`config.mk`:
```
export PLATFORM = sky130hd
export DESIGN_NAME = tws_slave
export DESIGN_NICKNAME = d
export VERILOG_FILES = /design/src/shared/tws_pkg.sv /design/src/hdl/tws_sync.sv /design/src/hdl/tws_cond_det.sv /design/src/hdl/tws_slave.sv
export SDC_FILE = /design/constraint.sdc
export NUM_CORES = 1
export LEC_CHECK = 0
export BUFFER_PORTS_ARGS = -buffer_cell sky130_fd_sc_hd__buf_4
export CAP_MARGIN = 20
export CORE_ASPECT_RATIO = 0.6
export CORE_MARGIN = 5
export CORE_UTILIZATION = 60
export CTS_CLUSTER_DIAMETER = 60
export DETAILED_ROUTE_END_ITERATION = 12
export PLACE_DENSITY = 0.85
export SYNTH_ARGS = -nofsm -noshare
export SYNTH_HDL_FRONTEND = slang
export SYNTH_HIERARCHICAL = 1
export SYNTH_SLANG_ARGS = --single-unit
```
`constraint.sdc`:
```
create_clock -name ref_clk -period 7.3 [get_ports ref_clk]
set_input_delay 0.73 -clock ref_clk [delete_from_list [all_inputs] [get_ports ref_clk]]
set_output_delay 0.73 -clock ref_clk [all_outputs]
set_load 0.05 [all_outputs]
```
`src/shared/tws_pkg.sv`:
```
// Purpose: Shared constants and types for the two-wire slave controller
// Assumes: 250 MHz ref_clk, byte-wide registers on a 32-bit Avalon-MM bus
// Notes: Register offsets are word indices; byte address is index times four
package tws_pkg;
   // Word indices of the registers
   localparam logic [5:0] IDX_OWN_ADDR = 6'h2a;
   localparam logic [5:0] IDX_STATUS_A = 6'h2b;
   localparam logic [5:0] IDX_CTRL_B = 6'h2c;
   localparam logic [5:0] IDX_CTRL_A = 6'h2d;
   localparam logic [5:0] IDX_DATA = 6'h2e;
   // slave_control_a fields
   localparam int CA_SDA_HOLD = 7;
   localparam int CA_DIE = 5;
   localparam int CA_ASIE = 4;
   localparam int CA_EN = 3;
   localparam int CA_SIE = 2;
   localparam int CA_PME = 1;
   localparam int CA_SME = 0;
   localparam logic [7:0] CA_WMASK = 8'hbf;
   localparam logic [7:0] CA_RESET = 8'h00;
   // slave_control_b fields
   localparam int CB_AA = 2;
   localparam int CB_CMD_HI = 1;
   localparam int CB_CMD_LO = 0;
   // slave_status_a fields
   localparam int SA_DF = 7;
   localparam int SA_ASF = 6;
   localparam int SA_CH = 5;
   localparam int SA_RA = 4;
   localparam int SA_COLL = 3;
   localparam int SA_BE = 2;
   localparam int SA_DIR = 1;
   localparam int SA_AS = 0;
   localparam logic [7:0] OWN_ADDR_RESET = 8'h00;
   localparam logic [3:0] BYTE_BITS = 4'h8;
   // Timing
   localparam int CLK_MHZ = 250;
   localparam int SDA_HOLD_NS = 50;
   localparam int SDA_HOLD_CYC_I = (SDA_HOLD_NS * CLK_MHZ + 999) / 1000;
   localparam logic [3:0] SDA_HOLD_CYC = 4'(SDA_HOLD_CYC_I);

   typedef enum logic [3:0] {
      ST_IDLE, ST_ADDR, ST_ADDR_HOLD, ST_ACK, ST_RX, ST_RX_HOLD,
      ST_TX_HOLD, ST_TX, ST_TX_ACK, ST_WAIT_START
   } tws_state_e;

   typedef struct packed {
      logic start;
      logic stop;
      logic rise;
      logic fall;
   } tws_ev_t;

   typedef struct packed {
      tws_state_e st;
      logic [7:0] ca;
      logic aa;
      logic [7:0] own;
      logic [7:0] data;
      logic [7:0] shift;
      logic [3:0] cnt;
      logic df;
      logic asf;
      logic ra;
      logic coll;
      logic be;
      logic dir;
      logic as_addr;
      logic nack;
      logic done;
      logic [3:0] hold_cnt;
      logic sda_oe;
      logic scl_oe;
      logic irq;
      logic wreq;
      logic [7:0] rdata;
   } tws_st_t;
endpackage

```
`src/hdl/tws_sync.sv`:
```
// Purpose: Three-stage pin synchroniser with agreement filter
// Assumes: Pin idles high, as an open-drain bus line does
// Notes: Level changes only once stages two and three agree
`timescale 1ns/1ps
`default_nettype none
module tws_sync (
   input wire logic ref_clk,
   input wire logic rst,
   input wire logic pin,
   output var logic level
);
   typedef struct packed {
      logic s1;
      logic s2;
      logic s3;
      logic lvl;
   } tws_sync_st_t;
   tws_sync_st_t r, n;

   always_comb begin
      n = r;
      n.s1 = pin;
      n.s2 = r.s1;
      n.s3 = r.s2;
      if (r.s2 == r.s3) begin
         n.lvl = r.s3;
      end
   end

   always_ff @(posedge ref_clk) begin
      if (rst) begin
         r <= 4'hf;
      end else begin
         r <= n;
      end
   end

   assign level = r.lvl;
endmodule
`default_nettype wire

```
`src/hdl/tws_cond_det.sv`:
```
// Purpose: Finds START, STOP and SCL edges on the filtered bus lines
// Assumes: Inputs are already synchronised to ref_clk
// Notes: Events are one-cycle pulses, one cycle after the line change
`timescale 1ns/1ps
`default_nettype none
module tws_cond_det (
   input wire logic ref_clk,
   input wire logic rst,
   input wire logic scl,
   input wire logic sda,
   output tws_pkg::tws_ev_t ev
);
   import tws_pkg::*;
   typedef struct packed {
      logic scl_d;
      logic sda_d;
      tws_ev_t ev;
   } tws_det_st_t;
   tws_det_st_t r, n;

   always_comb begin
      n = r;
      n.scl_d = scl;
      n.sda_d = sda;
      n.ev.start = scl && r.scl_d && r.sda_d && !sda;
      n.ev.stop = scl && r.scl_d && !r.sda_d && sda;
      n.ev.rise = scl && !r.scl_d;
      n.ev.fall = !scl && r.scl_d;
   end

   always_ff @(posedge ref_clk) begin
      if (rst) begin
         r <= 6'h30;
      end else begin
         r <= n;
      end
   end

   assign ev = r.ev;
endmodule
`default_nettype wire

```
`src/hdl/tws_slave.sv`:
```
// Purpose: Byte-oriented two-wire bus slave with Avalon-MM register access
// Assumes: External master drives SCL; software services held clocks
// Notes: Open-drain lines as in, out and enable; enable high pulls low
`timescale 1ns/1ps
`default_nettype none
module tws_slave (
   input wire logic ref_clk,
   input wire logic rst,
   input wire logic [7:0] avs_address,
   input wire logic avs_read,
   input wire logic avs_write,
   input wire logic [31:0] avs_writedata,
   output logic [31:0] avs_readdata,
   output logic avs_waitrequest,
   input wire logic scl_in,
   output logic scl_out,
   output logic scl_oe,
   input wire logic sda_in,
   output logic sda_out,
   output logic sda_oe,
   output logic irq_req
);
   import tws_pkg::*;

   tws_st_t r, n;
   logic scl_lvl;
   logic sda_lvl;
   tws_ev_t ev;

   tws_sync u_scl_sync (
      .ref_clk(ref_clk),
      .rst(rst),
      .pin(scl_in),
      .level(scl_lvl)
   );

   tws_sync u_sda_sync (
      .ref_clk(ref_clk),
      .rst(rst),
      .pin(sda_in),
      .level(sda_lvl)
   );

   tws_cond_det u_det (
      .ref_clk(ref_clk),
      .rst(rst),
      .scl(scl_lvl),
      .sda(sda_lvl),
      .ev(ev)
   );

   logic acc;
   logic wr;
   logic rd;
   logic [5:0] idx;
   logic [7:0] wd;
   logic cmd1x;
   logic cmd10;
   logic data_acc;
   logic trig_addr;
   logic trig_rx;
   logic en;
   logic want;
   logic matched;
   logic [7:0] status;

   always_comb begin
      n = r;
      acc = (avs_read || avs_write) && r.wreq;
      wr = acc && avs_write;
      rd = acc && avs_read;
      idx = avs_address[7:2];
      wd = avs_writedata[7:0];
      en = r.ca[CA_EN];
      status = 8'h00;
      status[SA_DF] = r.df;
      status[SA_ASF] = r.asf;
      status[SA_CH] = r.df || r.asf;
      status[SA_RA] = r.ra;
      status[SA_COLL] = r.coll;
      status[SA_BE] = r.be;
      status[SA_DIR] = r.dir;
      status[SA_AS] = r.as_addr;
      cmd1x = 1'b0;
      cmd10 = 1'b0;
      data_acc = 1'b0;
      trig_addr = 1'b0;
      trig_rx = 1'b0;

      // One access per request: answer one cycle after it is seen
      n.wreq = !acc;
      if (rd) begin
         if (idx == IDX_CTRL_A) begin
            n.rdata = r.ca;
         end else if (idx == IDX_CTRL_B) begin
            n.rdata = {5'h00, r.aa, 2'h0};
         end else if (idx == IDX_STATUS_A) begin
            n.rdata = status;
         end else if (idx == IDX_OWN_ADDR) begin
            n.rdata = r.own;
         end else if (idx == IDX_DATA) begin
            n.rdata = r.data;
            data_acc = 1'b1;
         end else begin
            n.rdata = 8'h00;
         end
      end

      if (wr) begin
         if (idx == IDX_CTRL_A) begin
            n.ca = wd & CA_WMASK;
         end else if (idx == IDX_CTRL_B) begin
            n.aa = wd[CB_AA];
            cmd1x = wd[CB_CMD_HI];
            cmd10 = wd[CB_CMD_HI] && !wd[CB_CMD_LO];
         end else if (idx == IDX_STATUS_A) begin
            // Write one to clear; clearing the address flag can trigger the ack
            trig_addr = wd[SA_ASF] && r.asf && r.st == ST_ADDR_HOLD;
            trig_rx = wd[SA_DF] && r.df && r.st == ST_RX_HOLD;
            n.df = r.df && !wd[SA_DF];
            n.asf = r.asf && !wd[SA_ASF];
            n.coll = r.coll && !wd[SA_COLL];
            n.be = r.be && !wd[SA_BE];
         end else if (idx == IDX_OWN_ADDR) begin
            n.own = wd;
         end else if (idx == IDX_DATA) begin
            // Data only moves while the clock is held, never mid-byte
            if (r.df || r.asf) begin
               n.data = wd;
            end
            data_acc = 1'b1;
         end
      end

      if (data_acc) begin
         n.df = 1'b0;
         n.asf = 1'b0;
      end
      if (cmd1x) begin
         n.df = 1'b0;
         n.asf = 1'b0;
      end

      // Software actions on a held byte
      case (r.st)
         ST_ADDR_HOLD: begin
            if (cmd1x || trig_addr) begin
               if (r.dir && cmd10) begin
                  n.st = ST_WAIT_START;
               end else begin
                  n.st = ST_ACK;
                  n.nack = n.aa;
                  n.done = cmd10;
               end
            end
         end
         ST_RX_HOLD: begin
            if (cmd1x || trig_rx || (rd && idx == IDX_DATA && r.ca[CA_SME])) begin
               n.st = ST_ACK;
               n.nack = n.aa;
               n.done = cmd10;
            end
         end
         ST_TX_HOLD: begin
            if (cmd10) begin
               n.st = ST_WAIT_START;
            end else if ((wr && idx == IDX_DATA) || cmd1x) begin
               n.st = ST_TX;
               n.shift = n.data;
               n.cnt = 4'h0;
            end
         end
         default: begin
         end
      endcase

      // Address compare, any address with CA_PME, else own address or general call
      matched = r.ca[CA_PME]
         || (r.shift[7:1] == r.own[7:1])
         || (r.own[0] && r.shift[7:1] == 7'h00);

      // Bus events, taken after software so that a set wins over a clear
      if (!en) begin
         n.st = ST_IDLE;
         n.df = 1'b0;
         n.asf = 1'b0;
      end else if (ev.start) begin
         if ((r.st == ST_ADDR || r.st == ST_RX || r.st == ST_TX) && r.cnt != 4'h0) begin
            n.be = 1'b1;
         end
         n.coll = 1'b0;
         n.st = ST_ADDR;
         n.cnt = 4'h0;
      end else if (ev.stop) begin
         if (r.st == ST_ADDR || ((r.st == ST_RX || r.st == ST_TX) && r.cnt != 4'h0)) begin
            n.be = 1'b1;
         end
         if (r.ca[CA_SIE]) begin
            n.asf = 1'b1;
            n.as_addr = 1'b0;
         end
         n.st = ST_IDLE;
      end else begin
         case (r.st)
            ST_ADDR, ST_RX: begin
               if (ev.rise) begin
                  n.shift = {r.shift[6:0], sda_lvl};
                  n.cnt = r.cnt + 4'h1;
               end else if (ev.fall && r.cnt == BYTE_BITS) begin
                  if (r.st == ST_RX) begin
                     n.df = 1'b1;
                     n.data = r.shift;
                     n.st = ST_RX_HOLD;
                  end else if (matched) begin
                     n.asf = 1'b1;
                     n.as_addr = 1'b1;
                     n.dir = r.shift[0];
                     n.st = ST_ADDR_HOLD;
                  end else begin
                     n.st = ST_WAIT_START;
                  end
               end
            end
            ST_ACK: begin
               if (ev.rise && r.nack && !sda_lvl) begin
                  n.coll = 1'b1;
                  n.st = ST_WAIT_START;
               end else if (ev.fall) begin
                  if (r.nack || r.done) begin
                     n.st = ST_WAIT_START;
                  end else if (r.dir) begin
                     n.df = 1'b1;
                     n.st = ST_TX_HOLD;
                  end else begin
                     n.st = ST_RX;
                     n.cnt = 4'h0;
                  end
               end
            end
            ST_TX: begin
               if (ev.rise && r.shift[7] && !sda_lvl) begin
                  n.coll = 1'b1;
                  n.st = ST_WAIT_START;
               end else if (ev.fall) begin
                  n.shift = {r.shift[6:0], 1'b0};
                  n.cnt = r.cnt + 4'h1;
                  if (r.cnt + 4'h1 == BYTE_BITS) begin
                     n.st = ST_TX_ACK;
                  end
               end
            end
            ST_TX_ACK: begin
               if (ev.rise) begin
                  n.ra = sda_lvl;
               end else if (ev.fall) begin
                  if (r.ra) begin
                     n.st = ST_WAIT_START;
                  end else begin
                     n.df = 1'b1;
                     n.st = ST_TX_HOLD;
                  end
               end
            end
            default: begin
            end
         endcase
      end

      // Pull SDA low only for an ACK or a zero data bit
      want = ((n.st == ST_ACK && !n.nack) || (n.st == ST_TX && !n.shift[7])) && !n.coll;
      if (r.ca[CA_SDA_HOLD] && ev.fall) begin
         n.hold_cnt = SDA_HOLD_CYC;
      end else if (r.hold_cnt != 4'h0) begin
         n.hold_cnt = r.hold_cnt - 4'h1;
      end
      if (n.hold_cnt == 4'h0 || !want) begin
         n.sda_oe = want;
      end
      // Outputs follow the new enable, so a disable write frees the bus at once
      if (!n.ca[CA_EN]) begin
         n.sda_oe = 1'b0;
      end
      // Holding starts only after a flag is set, at an SCL fall or at a STOP with CA_SIE
      n.scl_oe = n.ca[CA_EN] && (n.df || n.asf);
      n.irq = (n.ca[CA_DIE] && n.df) || (n.ca[CA_ASIE] && n.asf);
   end

   always_ff @(posedge ref_clk) begin
      if (rst) begin
         r <= '0;
         r.st <= ST_IDLE;
         r.ca <= CA_RESET;
         r.own <= OWN_ADDR_RESET;
         r.wreq <= 1'b1;
      end else begin
         r <= n;
      end
   end

   assign avs_readdata = {24'h000000, r.rdata};
   assign avs_waitrequest = r.wreq;
   assign scl_out = 1'b0;
   assign sda_out = 1'b0;
   assign scl_oe = r.scl_oe;
   assign sda_oe = r.sda_oe;
   assign irq_req = r.irq;
endmodule
`default_nettype wire

```
==> run metrics <==
io pins 84; total number of vias 4238; Clock Pin Slew Worst Setup and Hold Paths 0.06 ns; Pre-antenna DRT Iters 6; data arrival time of the critical path 3.50 ns; DPL Wire Length 9.73 mm; DRT iter0 DRCs 732; largest net degree at the start of global routing 77; first-pass GRT wire length 21.3 mm; setup slack after layout 4.01 ns; pre-CTS setup slack 3.77 ns; P&R area growth vs syn 9.20%; Core Box Area 7330 µm²; root buffer cell clkbuf_16; final setup vio count 0; IO buf count 31; max frequency 304 MHz; worst-margin pin slew 1.02 ns; met3 WL post-DR 1.96 mm; Resized cells post-CTS 0; maximum VDD drop 0.242 mV; GRT Overall Usage 0.292; worst-path fanout max 16; Top Layer Used met4; layout net count 597; number of CTS-inserted buffers 9; clk buf depth 2; pwr dens 228 nW/µm²; Post-Syn Instances 542; largest cells by area after synthesis dfxtp_1 35%, mux2i_1 7.7%, buf_4 6.3%; RSZ-0062 raised after global routing false; layout cells sized above 1 0.130; crit path kind input pin to register; GRT overflow 0; Clock Sinks 79; final wirelength 13.7 mm; MaxCap Viol Count 0; clk_skew 0.00731 ns; die area 9490 µm²; relative slew slack 0.312; H-tree depth 3; Top FF cell, synth dfxtp_1; initial antenna violation count 0; Starting Density 0.622; Yosys top cell area share 0.347; post-cts hold buffer count 0; sequential area share after synthesis 0.347; min-delay worst type register to register; Final TNS setup 0 ns; # diodes 0; vias per std cell 6.45; crit path launch type input pin; Yosys warnings 6; CTS tree yes; post-synth top area cell dfxtp_1; DRT antenna net count 0; status finished, final reports clean; worst path required time 7.51 ns; Setup Buffers After CTS 0; clk_lat worst skew 0.35 ns; Min Clock Period, post-route 3.29 ns; Final GP Congestion 0.986; Post-synth EDFFs 0; Fillers 605; LEAKAGE 1.93 nW; Max Slew Vio Count 0; Yosys cell types 74; number of global-route vias before repair 3906; Die Y 77.5 µm; wire length per cell 20.9 µm; row cnt 24; Yosys reg bits 79; met1 wire length 5.81 mm; Final Cycle Share 0.450; die width 123 µm; Finished Core Util 0.679; Post-Syn Area per Cell 8.41 µm²; asr flop ratio synth 0; final hold violation count 0; crit path capture type register; DRC Markers 0; Cell Area, Synth 4560 µm²; met2 routed WL 5.66 mm
==> routing by layer <==
metal	vias to the layer above	track usage
li1	1928	-
met1	1985	0.414
met2	293	0.412
met3	32	0.110
met4	0	0.0872
met5	-	0
==> area by class of cell <==
type	instances	area, µm²	share of cell area
multi-input combinational	409	2610	0.525
sequential	79	1580	0.318
clock inverter	4	73.8	0.0148
clock buffer	12	267	0.0536
inverter	15	56.3	0.0113
timing repair buffer	34	255	0.0513
tap	104	130	0.0262
==> path summary, 6_finish.rpt <==
check | start | end | slack (ns) | depth (start not counted)
worst min-delay path | u_sda_sync/n[2] | u_sda_sync/n[1] | 0.41 | 1
worst max register to register | r[65] | sda_oe | 4.08 | 7
worst min register to register | u_sda_sync/n[2] | u_sda_sync/n[1] | 0.41 | 1
worst max-delay path | avs_address[4] | sda_oe | 4.01 | 8
==> report_power, final <==
part           internal (W)  switching, W  total (W)  leakage [nW]
registers          0.000445     0.0000138   0.000459         0.640
clock network      0.000328      0.000182   0.000511         0.169
logic             0.0000491      0.000114   0.000163          1.12
==> metrics by stage <==
step,cells,area (µm²),hold slack (ns),power [W]
global placement,641,4640,0.387,0.000612
CTS,657,4980,0.410,0.00113
floorplan,567,4650,0.385,0.000596
detailed placement,641,4640,0.397,0.000621
global route,657,4980,0.426,0.00117
finish,657,4980,0.407,0.00113
==> Yosys cell counts, types with 6 or more instances <==
library cell / n
nand3_1: 11
mux2i_1: 35
a221oi_1: 9
o211ai_1: 7
or2_1: 6
nand2_1: 30
dfxtp_1: 79
nor2_1: 68
nor3_1: 12
inv_1: 15
a31oi_1: 9
clkbuf_1: 21
o21ai_0: 23
a21oi_1: 28
xnor2_1: 6
a211oi_1: 14
nor2b_1: 6
buf_4: 38
and3_1: 8
or3_1: 6
==> kinds of logic after synthesis <==
kind of cell,count (synthesis),synth area share
xor+xnor,9,0.0173
mux,38,0.0843
fa+ha+maj,3,0.00824
compound gates,127,0.189
buf+inv,79,0.100
flops,79,0.347
simple gates,206,0.253
other cells,1,0.000823
==> worst max-delay path, cell delays in order <==
cell     delay [ns]
buf_4          0.09
nand3_1        0.27
or4_4          0.60
nor4b_4        0.85
mux2_2         0.42
mux2_2         0.29
mux2i_1        0.15
nor4_1         0.10
==> state kept, by name, summed over array words and instances (netlist names) <==
register,count
u_sda_sync/n,2
u_scl_sync/n,2
avs_readdata,8
scl_oe,1
r,52
sda_oe,1
u_scl_sync/level,1
u_det/r,2
u_det/ev,4
u_sda_sync/level,1
u_scl_sync/r,1
en,1
u_sda_sync/r,1
avs_waitrequest,1
irq_req,1
==> layout by cell type, fill, tap and decap left out, types with 12 or more instances in the layout <==
| cell | count |
|---|---|
| dfxtp_1 | 79 |
| conb_1 | 26 |
| buf_4 | 34 |
| a211oi_1 | 14 |
| nor2_1 | 68 |
| nor3_1 | 12 |
| a21oi_1 | 28 |
| o21ai_0 | 23 |
| mux2i_1 | 35 |
| nand2_1 | 30 |
| inv_1 | 15 |
No activity file was read; power rests on OpenSTA's default activity.
